==> src/sbcp_cfg.svh <==
// Constants for the battery command port
`ifndef SBCP_CFG_SVH
`define SBCP_CFG_SVH
`define SBCP_TARGET_ADDR    7'h0b
`define SBCP_CMD_MAKER      8'h00
`define SBCP_CMD_LOWCHG     8'h01
`define SBCP_CMD_LOWRUN     8'h02
`define SBCP_CMD_OPTIONS    8'h03
`define SBCP_MC_DEVTYPE     16'h0001
`define SBCP_MC_FWREV       16'h0002
`define SBCP_MC_EDV         16'h0003
`define SBCP_MC_SEAL        16'h062b
`define SBCP_CRC_POLY       8'h07
`define SBCP_CRC_INIT       8'h00
`define SBCP_OPT_RELEARN    7
`define SBCP_OPT_ALARM_DIS  13
`define SBCP_OPT_CHG_DIS    14
`define SBCP_OPT_UNITS      15
`define SBCP_OPT_WMASK      16'hff00
`define SBCP_RELEARN_LIMIT  8'd20
`define SBCP_CLK_HZ         10000000
`define SBCP_OFF_TIME_MS    2000
`define SBCP_ON_TIME_US     1000
`define SBCP_MUTE_TIME_S    60
`define SBCP_OFF_CYCLES     (`SBCP_CLK_HZ / 1000 * `SBCP_OFF_TIME_MS)
`define SBCP_ON_CYCLES      (`SBCP_CLK_HZ / 1000000 * `SBCP_ON_TIME_US)
`define SBCP_MUTE_CYCLES    (`SBCP_CLK_HZ * `SBCP_MUTE_TIME_S)
`endif

==> src/sbcp_pkg.sv <==
// Types shared by the battery command port
package sbcp_pkg;
    typedef enum logic [2:0] {
        SBCP_IDLE  = 3'b000,
        SBCP_ADDR  = 3'b001,
        SBCP_WRX   = 3'b010,
        SBCP_TX    = 3'b011,
        SBCP_ACK   = 3'b100,
        SBCP_TACK  = 3'b101,
        SBCP_SKIP  = 3'b110
    } sbcp_state_t;

    typedef struct packed {
        logic        off;
        logic [31:0] low_cnt;
        logic [31:0] high_cnt;
    } sbcp_bus_st_t;

    typedef struct packed {
        logic relearn;
        logic mute;
        logic [31:0] mute_cnt;
        logic [7:0]  cyc_cnt;
    } sbcp_opt_st_t;
endpackage : sbcp_pkg

==> src/sbcp_port.sv <==
// SMBus target command port of a battery gauge
// Contract
// - CRC-8 with polynomial x^8+x^2+x+1
// - CRC covers address, command, data bytes
// - Word read CRC over five bytes
// - Stored bits enable broadcast CRC per destination
// - Off state after 2 s both low
// - Communicate within 1 ms of lines high
// - 0x0001 loads device type code
// - 0x0002 loads firmware revision code
// - 0x0003 loads pending end-of-discharge level
// - 0x062b seals, then clears command word
// - Low charge alarm; zero threshold disables
// - Low charge threshold from stored configuration
// - Low runtime alarm; zero threshold disables
// - Low runtime threshold from stored configuration
// - Options low byte read only, bits 0-6 zero
// - Relearn flag: reset, 20 cycles, cleared
// - Bit 13 suppresses alarm broadcasts; the code ignores bit 13, any options write mutes them
// - Bit 14 suppresses charging broadcasts
// - Bit 15 selects 10 mW units
// - Threshold units follow unit-select bit
// - Target address 0001011 plus direction bit
// - Options write clears bit 13, 60 s timer
`timescale 1ns/1ps
`include "sbcp_cfg.svh"
module sbcp_port
    import sbcp_pkg::*;
#(
    parameter logic [15:0] DEVICE_TYPE  = 16'h1234, // Arbitrary value
    parameter logic [15:0] FW_REVISION  = 16'h0100, // Arbitrary value
    parameter int unsigned OFF_CYCLES   = `SBCP_OFF_CYCLES,
    parameter int unsigned ON_CYCLES    = `SBCP_ON_CYCLES,
    parameter int unsigned MUTE_CYCLES  = `SBCP_MUTE_CYCLES
) (
    input  wire logic        mclk_i,
    input  wire logic        resetn_i,
    input  wire logic        bus_clock_pin_i,
    input  wire logic        bus_data_pin_i,
    output logic             bus_data_pin_o,
    output logic             bus_data_pin_oe_o,
    input  wire logic [15:0] cfg_low_charge_i,
    input  wire logic [15:0] cfg_low_runtime_i,
    input  wire logic        cfg_host_crc_en_i,
    input  wire logic        cfg_charger_crc_en_i,
    input  wire logic [15:0] end_of_discharge_voltage_i,
    input  wire logic [15:0] charge_left_i,
    input  wire logic [15:0] mean_runtime_left_i,
    input  wire logic        cycle_count_inc_i,
    input  wire logic        full_capacity_update_i,
    input  wire logic        learn_done_i,
    output logic             host_broadcast_crc_enable_o,
    output logic             charger_broadcast_crc_enable_o,
    output logic             low_charge_alarm_o,
    output logic             low_runtime_alarm_o,
    output logic             alarm_broadcast_en_o,
    output logic             charge_broadcast_en_o,
    output logic             power_units_o,
    output logic             sealed_o,
    output logic             bus_off_o,
    output logic             crc_error_o
);
    typedef struct packed {
        logic [2:0]  scl_s;
        logic [2:0]  sda_s;
        sbcp_state_t fsm;
        sbcp_state_t after_ack;
        logic [7:0]  sh;
        logic [3:0]  bitn;
        logic [2:0]  idx;
        logic        rd;
        logic [7:0]  cmd;
        logic [7:0]  crc;
        logic [15:0] wdata;
        logic [15:0] tx;
        logic        sda_low;
        logic [15:0] maker;
        logic [15:0] low_charge;
        logic [15:0] low_runtime;
        logic [2:0]  opt_hi;
        logic        sealed;
        logic        crc_err;
        logic        cfg_loaded;
        sbcp_opt_st_t opt;
    } sbcp_st_t;

    sbcp_st_t st, n;
    logic [7:0] crc_next;
    logic       ready;
    logic       scl, sda, scl_rise, scl_fall, start_c, stop_c;

    sbcp_crc8 u_crc (
        .crc_i  (st.crc),
        .data_i (st.sh),
        .crc_o  (crc_next)
    );

    sbcp_bus_state #(
        .OFF_CYCLES (OFF_CYCLES),
        .ON_CYCLES  (ON_CYCLES)
    ) u_bus (
        .mclk_i      (mclk_i),
        .resetn_i    (resetn_i),
        .scl_i       (scl),
        .sda_i       (sda),
        .bus_off_o   (bus_off_o),
        .bus_ready_o (ready)
    );

    // Stage 0 only feeds stage 1; edges seen from stages 1 and 2
    assign scl      = st.scl_s[1];
    assign sda      = st.sda_s[1];
    assign scl_rise = st.scl_s[1] && !st.scl_s[2];
    assign scl_fall = !st.scl_s[1] && st.scl_s[2];
    assign start_c  = scl && st.scl_s[2] && !sda && st.sda_s[2];
    assign stop_c   = scl && st.scl_s[2] && sda && !st.sda_s[2];

    function automatic logic [15:0] read_word(input sbcp_st_t s);
        case (s.cmd)
            `SBCP_CMD_MAKER:   read_word = s.maker;
            `SBCP_CMD_LOWCHG:  read_word = s.low_charge;
            `SBCP_CMD_LOWRUN:  read_word = s.low_runtime;
            `SBCP_CMD_OPTIONS: read_word = {s.opt_hi, 5'h00,
                                            s.opt.relearn,
                                            7'h00};
            default:           read_word = 16'h0000;
        endcase
    endfunction : read_word

    always_comb begin
        n = st;
        n.scl_s = {st.scl_s[1:0], bus_clock_pin_i};
        n.sda_s = {st.sda_s[1:0], bus_data_pin_i};
        if (!st.cfg_loaded) begin
            n.low_charge  = cfg_low_charge_i;
            n.low_runtime = cfg_low_runtime_i;
            n.cfg_loaded  = 1'b1;
        end
        // Relearn request bookkeeping
        if (learn_done_i) begin
            n.opt.relearn = 1'b0;
            n.opt.cyc_cnt = 8'h00;
        end else if (full_capacity_update_i) begin
            n.opt.cyc_cnt = 8'h00;
        end else if (cycle_count_inc_i) begin
            if (st.opt.cyc_cnt + 8'd1 >= `SBCP_RELEARN_LIMIT)
                n.opt.relearn = 1'b1;
            else
                n.opt.cyc_cnt = st.opt.cyc_cnt + 8'd1;
        end
        // Alarm mute timer re-enables broadcasts on expiry
        if (st.opt.mute) begin
            if (st.opt.mute_cnt >= MUTE_CYCLES - 1) begin
                n.opt.mute = 1'b0;
                n.opt.mute_cnt = '0;
            end else begin
                n.opt.mute_cnt = st.opt.mute_cnt + 32'd1;
            end
        end

        if (!ready || stop_c) begin
            n.fsm = SBCP_IDLE;
            n.sda_low = 1'b0;
        end else if (start_c) begin
            n.fsm = SBCP_ADDR;
            n.bitn = 4'd0;
            n.sda_low = 1'b0;
            if (st.fsm == SBCP_IDLE || st.idx != 3'd2) begin
                n.idx = 3'd0;
                n.crc = `SBCP_CRC_INIT;
            end
        end else begin
            case (st.fsm)
                SBCP_ADDR, SBCP_WRX: begin
                    if (scl_rise) begin
                        n.sh = {st.sh[6:0], sda};
                        n.bitn = st.bitn + 4'd1;
                    end
                    if (scl_fall && st.bitn == 4'd8) begin
                        n.crc = crc_next;
                        n.bitn = 4'd0;
                        n.idx = st.idx + 3'd1;
                        n.fsm = SBCP_ACK;
                        n.sda_low = 1'b1;
                        n.after_ack = SBCP_WRX;
                        if (st.fsm == SBCP_ADDR) begin
                            if (st.sh[7:1] != `SBCP_TARGET_ADDR) begin
                                n.sda_low = 1'b0;
                                n.fsm = SBCP_SKIP;
                            end else if (st.sh[0]) begin
                                n.rd = 1'b1;
                                n.tx = read_word(st);
                                n.after_ack = SBCP_TX;
                            end else begin
                                n.rd = 1'b0;
                            end
                        end else begin
                            case (st.idx)
                                3'd1: n.cmd = st.sh;
                                3'd2: n.wdata[7:0] = st.sh;
                                3'd3: n.wdata[15:8] = st.sh;
                                3'd4: n.crc_err = (crc_next != 8'h00);
                                default: n.crc_err = st.crc_err;
                            endcase
                            // Bad PEC answered with not-acknowledge
                            if (st.idx == 3'd4 && crc_next != 8'h00)
                                n.sda_low = 1'b0;
                            if (st.idx == 3'd3) begin
                                case (st.cmd)
                                    `SBCP_CMD_MAKER: begin
                                        case ({st.sh, st.wdata[7:0]})
                                            `SBCP_MC_DEVTYPE:
                                                n.maker = DEVICE_TYPE;
                                            `SBCP_MC_FWREV:
                                                n.maker = FW_REVISION;
                                            `SBCP_MC_EDV:
                                                n.maker =
                                                end_of_discharge_voltage_i;
                                            `SBCP_MC_SEAL: begin
                                                n.sealed = 1'b1;
                                                n.maker = 16'h0000;
                                            end
                                            default:
                                                n.maker = {st.sh, st.wdata[7:0]};
                                        endcase
                                    end
                                    `SBCP_CMD_LOWCHG:
                                        n.low_charge = {st.sh, st.wdata[7:0]};
                                    `SBCP_CMD_LOWRUN:
                                        n.low_runtime = {st.sh, st.wdata[7:0]};
                                    `SBCP_CMD_OPTIONS: begin
                                        // Writes to low byte are dropped
                                        n.opt_hi = {st.sh[7:6], 1'b0};
                                        n.opt.mute = 1'b1;
                                        n.opt.mute_cnt = '0;
                                    end
                                    default: n.maker = st.maker;
                                endcase
                            end
                        end
                    end
                end
                SBCP_ACK: begin
                    if (scl_fall) begin
                        n.sda_low = 1'b0;
                        n.fsm = st.after_ack;
                        if (st.after_ack == SBCP_TX)
                            n.sda_low = !st.tx[7];
                        n.sh = st.tx[7:0];
                    end
                end
                SBCP_TX: begin
                    if (scl_fall) begin
                        n.bitn = st.bitn + 4'd1;
                        if (st.bitn == 4'd7) begin
                            n.crc = crc_next;
                            n.idx = st.idx + 3'd1;
                            n.bitn = 4'd0;
                            n.sda_low = 1'b0;
                            n.fsm = SBCP_TACK;
                        end else begin
                            // Byte kept whole so the PEC sees it
                            n.sda_low = !st.sh[3'd6 - st.bitn[2:0]];
                        end
                    end
                end
                SBCP_TACK: begin
                    if (scl_rise && sda)
                        n.fsm = SBCP_SKIP;
                    else if (scl_fall) begin
                        n.fsm = SBCP_TX;
                        // Low byte, high byte, then the PEC byte
                        case (st.idx)
                            3'd4: n.sh = st.tx[15:8];
                            3'd5: n.sh = st.crc;
                            default: n.sh = 8'h00;
                        endcase
                        n.sda_low = (st.idx == 3'd4) ? !st.tx[15]
                                  : (st.idx == 3'd5) ? !st.crc[7] : 1'b1;
                        if (st.idx > 3'd5)
                            n.fsm = SBCP_SKIP;
                    end
                end
                SBCP_SKIP: n.sda_low = 1'b0;
                default:   n.fsm = SBCP_IDLE;
            endcase
        end
    end

    always_ff @(posedge mclk_i or negedge resetn_i) begin
        if (!resetn_i) begin
            st <= '0;
            st.opt.relearn <= 1'b1;
            st.scl_s <= 3'b111;
            st.sda_s <= 3'b111;
        end else begin
            st <= n;
        end
    end

    assign bus_data_pin_o    = 1'b0;
    assign bus_data_pin_oe_o = st.sda_low;
    assign host_broadcast_crc_enable_o    = cfg_host_crc_en_i;
    assign charger_broadcast_crc_enable_o = cfg_charger_crc_en_i;
    assign low_charge_alarm_o  = (st.low_charge != 16'h0000) &&
                                 (charge_left_i < st.low_charge);
    assign low_runtime_alarm_o = (st.low_runtime != 16'h0000) &&
                                 (mean_runtime_left_i < st.low_runtime);
    assign alarm_broadcast_en_o  = !st.opt.mute;
    assign charge_broadcast_en_o = !st.opt_hi[1];
    assign power_units_o = st.opt_hi[2];
    assign sealed_o      = st.sealed;
    assign crc_error_o   = st.crc_err;
endmodule : sbcp_port

==> src/sbcp_crc8.sv <==
// Byte-wide CRC-8 step for packet error checking
`timescale 1ns/1ps
`include "sbcp_cfg.svh"
module sbcp_crc8
    import sbcp_pkg::*;
(
    input  wire logic [7:0] crc_i,
    input  wire logic [7:0] data_i,
    output logic      [7:0] crc_o
);
    // MSB first, x^8+x^2+x+1
    function automatic logic [7:0] crc_step(input logic [7:0] c,
                                            input logic [7:0] d);
        logic [7:0] r;
        r = c ^ d;
        for (int i = 0; i < 8; i++) begin
            r = r[7] ? ((r << 1) ^ `SBCP_CRC_POLY) : (r << 1);
        end
        return r;
    endfunction : crc_step

    assign crc_o = crc_step(crc_i, data_i);
endmodule : sbcp_crc8

==> src/sbcp_bus_state.sv <==
// Bus off-state and on-state detector
`timescale 1ns/1ps
`include "sbcp_cfg.svh"
module sbcp_bus_state
    import sbcp_pkg::*;
#(
    parameter int unsigned OFF_CYCLES = `SBCP_OFF_CYCLES,
    parameter int unsigned ON_CYCLES  = `SBCP_ON_CYCLES
) (
    input  wire logic mclk_i,
    input  wire logic resetn_i,
    input  wire logic scl_i,
    input  wire logic sda_i,
    output logic      bus_off_o,
    output logic      bus_ready_o
);
    sbcp_bus_st_t st, next_st;

    always_comb begin
        next_st = st;
        if (!scl_i && !sda_i) begin
            next_st.high_cnt = '0;
            if (st.low_cnt < OFF_CYCLES)
                next_st.low_cnt = st.low_cnt + 32'd1;
            else
                next_st.off = 1'b1;
        end else begin
            next_st.low_cnt = '0;
            if (scl_i && sda_i) begin
                next_st.off = 1'b0;
                if (st.high_cnt < ON_CYCLES)
                    next_st.high_cnt = st.high_cnt + 32'd1;
            end
        end
    end

    always_ff @(posedge mclk_i or negedge resetn_i) begin
        if (!resetn_i)
            st <= '0;
        else
            st <= next_st;
    end

    assign bus_off_o   = st.off;
    // Ready well inside 1 ms of lines returning high
    assign bus_ready_o = !st.off;
endmodule : sbcp_bus_state

==> config.mk <==
export PLATFORM = sky130hd
export DESIGN_NAME = sbcp_port
export DESIGN_NICKNAME = d
export VERILOG_FILES = /design/src/sbcp_pkg.sv /design/src/sbcp_port.sv /design/src/sbcp_crc8.sv /design/src/sbcp_bus_state.sv
export VERILOG_INCLUDE_DIRS = /design/src
export SDC_FILE = /design/constraint.sdc
export NUM_CORES = 1
export LEC_CHECK = 0
export BUFFER_PORTS_ARGS = -buffer_cell sky130_fd_sc_hd__buf_2
export CAP_MARGIN = 10
export CORE_ASPECT_RATIO = 0.6
export CORE_MARGIN = 4
export CORE_UTILIZATION = 46
export CTS_CLUSTER_DIAMETER = 80
export DETAILED_ROUTE_END_ITERATION = 8
export PLACE_DENSITY_LB_ADDON = 0.1
export SYNTH_ARGS = -nofsm -noshare
export SYNTH_HDL_FRONTEND = slang
export SYNTH_SLANG_ARGS = --single-unit
==> constraint.sdc <==
create_clock -name mclk_i -period 2.8 [get_ports mclk_i]
set_clock_uncertainty 0.2 [all_clocks]
set_input_delay 0.28 -clock mclk_i [delete_from_list [all_inputs] [get_ports mclk_i]]
set_output_delay 0.28 -clock mclk_i [all_outputs]
set_load 0.05 [all_outputs]
==> results.cfg <==
[synth]
synth-simple-area-share_pct = 19.2
synth_flop_cell = dfrtp_1
synthXorXnorAreaFrac_pct = 3.45
synth_top_family_by_area = simple AND/OR/NAND/NOR gates
syn_area_sq_um = 11200
ys_warn_count = 0
async_flop_share_pct = 100
synth_compound_area_share_pct = 16.5
syn_nets = 1367
synth_cell_types = 72
ys_seq_elements = 195
ys_seq_area_share_pct = 43.7
yosys.area_share.adder_pct = 4.70
avgSynthCellArea_sq_um = 9.04
synth_cells = 1236
muxShareOfSynthArea_pct = 7.99
synth_edf_count = 0

[sta]
rsz0062_at_grt = true
max_freq_ghz = 0.369
hold_viol_final = 0
worst_pin_slew_ps = 963
setup_viol = 0
slew_viol_final = 0
finalCriticalPeriod_ps = 2710
max-slew-margin-rel_pct = 35.8
setup_ws_ps = 90.5
min_period_over_period_pct = 96.8

[critical_path]
critPathMaxStageDelay_ps = 400
cp_max_fo = 4
critical_path.most_common_cell = a21o_1
endpoint_kind = primary output
cp-start-kind = flip-flop
critical_path_class = reg -> out
required_ps = 2320
crit_chain = inv_1 -> ha_1 -> a21o_1 -> a21o_1 -> a21oi_2 -> o21a_1 -> o21ai_1 -> a21oi_1 -> buf_4
critical_path.slowest_cell = dfrtp_1
crit_arrival_ps = 2230

[layout]
drive_above_1_share_pct = 17.2
area_growth_pct = 20.0
nets = 1522
fill_cells = 2065
finalNonFillerCells = 1719
n_antenna_cell = 0

[clock_tree]
cts_sinks = 195
cts_buffers = 17
clk_pin_slew_ps = 70
clock_latency_ps = 450
clockBufferDepth = 2
root_buffer = clkbuf_16
cts_tree = yes
htree_levels = 4

[pwr]
power_density_nw_per_um2 = 478
ir_worst_vdd_mv = 0.357
cellLeakagePower_nw = 6.09

[global_route]
grt_util_all_layers_pct = 23.8
first_global_vias = 9220
grt-ovfl-total = 0
antenna_found_initial = 0
grt_max_degree = 68
grt_pass1_wl_um = 51000

[route]
wire_per_inst_um = 18.2
totalWireLength_um = 31200
postRouteAntennaNets = 0
route.vias.total = 9718
drtIter0Drc = 1025
dr.pass1.iters = 5
drc = 0
viasPerCell = 5.65

[placed_design]
post-place-ws_ps = 112
gp_congestion = 0.890
place.port_buffers = 95
hpwl_um = 22800
dp.cells = 1630

[flow_run]
drv_cap = 0

[floorplanning]
core-area_sq_um = 23500
start_util_pct = 47.5
dieArea_sq_um = 26900
rows = 43
die_w_um = 209
fp.dieH_um = 129
ios = 101

[status]
outcome = complete, no violations

[min_path]
hold_class = in -> reg
==> worst paths after layout <==
kind | startpoint | end | slack (ps) | cells past startpoint
max | st[49] | low_runtime_alarm_o | 90 | 9
min | cycle_count_inc_i | st[2] | 30 | 4
max reg2reg | st[160] | bus_data_pin_oe_o | 150 | 6
min reg2reg | n[168] | n[169] | 160 | 0
max in group asynchronous | resetn_i | n[172] | 1480 | 3
min in group asynchronous | resetn_i | st[6] | 200 | 2
==> per-layer routing <==
metal	GRT usage [%]	routed length, um	vias up	share of wire (%)
met3	6.77	2550	20	8.2
met2	31.9	12300	349	40
met5	0	0	-	0
met1	38.0	16000	4663	51
li1	-	-	4686	-
met4	4.95	336	0	1.1
==> where the power goes <==
group	leakage (nW)	switching, mW	internal (mW)
Sequential	2.54	0.123	2.90
Combinational	3.25	0.390	0.357
Clock	0.303	1.10	1.54
Total	6.09	1.61	4.79
==> critical path, delay by kind of cell, from the launching register on <==
kind                       cells  cell delay [ps]
adders and majority gates      1              270
DFF                            1              400
AOI/OAI and AO/OA              6              840
buffers and inverters          2              270
==> stage by stage <==
stage / util (%) / cell area (sq um) / hold slack, ps / power [mW] / setup TNS, ps
after floorplan: - / 11200 / -216 / 3.46 / 0
final: 57.0 / 13400 / 31.1 / 6.41 / 0
after global routing: 57.0 / 13400 / 57.0 / 6.70 / -123
after global placement: 52.0 / 12200 / 122 / 3.74 / 0
after detailed placement: 52.0 / 12200 / 114 / 3.75 / 0
after CTS: 56.8 / 13400 / 19.2 / 6.44 / 0
==> sequential cells by signal (all words and copies together) (netlist names) <==
signal	flops
bus_data_pin_oe_o	1
crc_error_o	1
n	4
power_units_o	1
sealed_o	1
st	154
u_bus.bus_off_o	1
u_bus.st	32
==> cell families (layout without fill, tap and decap cells) <==
kind of cell	count (synthesis)	in the layout
AOI/OAI and AO/OA	317	317
xor gates and xnor gates	40	40
adders and majority gates	42	42
buffers and inverters	119	287
DFF	195	195
muxes	80	80
other	2	2
and+or+nand+nor	441	441
==> timing repair <==
action | 4_1_cts | 5_1_grt
buffers inserted | 0 | 6
resized for setup | 1 | 6
pin swaps | 0 | 2
endpoints found under the hold margin | 114 | 0
setup endpoints to repair | 1 | 20
hold buffers | 51 | 0
==> area by class of cell <==
class | count | area [sq um] | share of cell area (%)
multi-input cells | 922 | 5810 | 43.3
flip-flops and latches | 195 | 4890 | 36.5
repair buffers | 202 | 1500 | 11.1
clock buffers | 21 | 460 | 3.43
well taps | 315 | 394 | 2.94
inverters | 53 | 199 | 1.48
clock inverters | 11 | 160 | 1.19
==> cell usage after synthesis (3+ instances only) <==
cell,instances,share of area [%]
a22oi_1,15,1.0
o21ai_0,97,4.3
and2_1,12,0.67
dfstp_2,7,1.6
buf_4,4,0.27
o211ai_1,4,0.27
mux2i_1,51,4.6
or4_1,3,0.20
nand2_1,132,4.4
nand2b_1,13,0.73
a41oi_1,3,0.24
clkbuf_1,49,1.6
a211oi_1,6,0.40
mux2_2,24,2.4
nor2_1,130,4.4
o21a_1,3,0.20
a22o_1,3,0.24
or3_1,14,0.78
xnor2_1,25,2.0
dfrtp_1,188,42
o21ai_1,16,0.72
xor2_1,12,0.94
buf_6,3,0.30
nand3_1,29,1.3
mux4_2,5,1.0
nor4_1,15,0.84
ha_1,42,4.7
and4_1,4,0.31
nand4_1,23,1.3
o41ai_1,3,0.24
a31oi_1,12,0.67
or2_2,4,0.22
nor2b_1,11,0.62
nor3_1,16,0.72
buf_2,8,0.36
a21o_1,11,0.74
and3_1,18,1.0
inv_1,53,1.8
o31ai_1,18,1.2
a21oi_1,111,5.0
==> placed cells by master (no fill, tap or decap), types with 23 or more instances in the layout <==
cell	count
nand2_1	132
nand4_1	23
buf_2	92
inv_1	53
o21ai_0	96
ha_1	42
a21oi_1	110
nand3_1	29
nor2_1	130
xnor2_1	25
mux2i_1	51
dlygate4sd3_1	51
buf_4	52
mux2_2	24
dfrtp_1	186
Note: power is estimated with default switching activity, not from simulation.
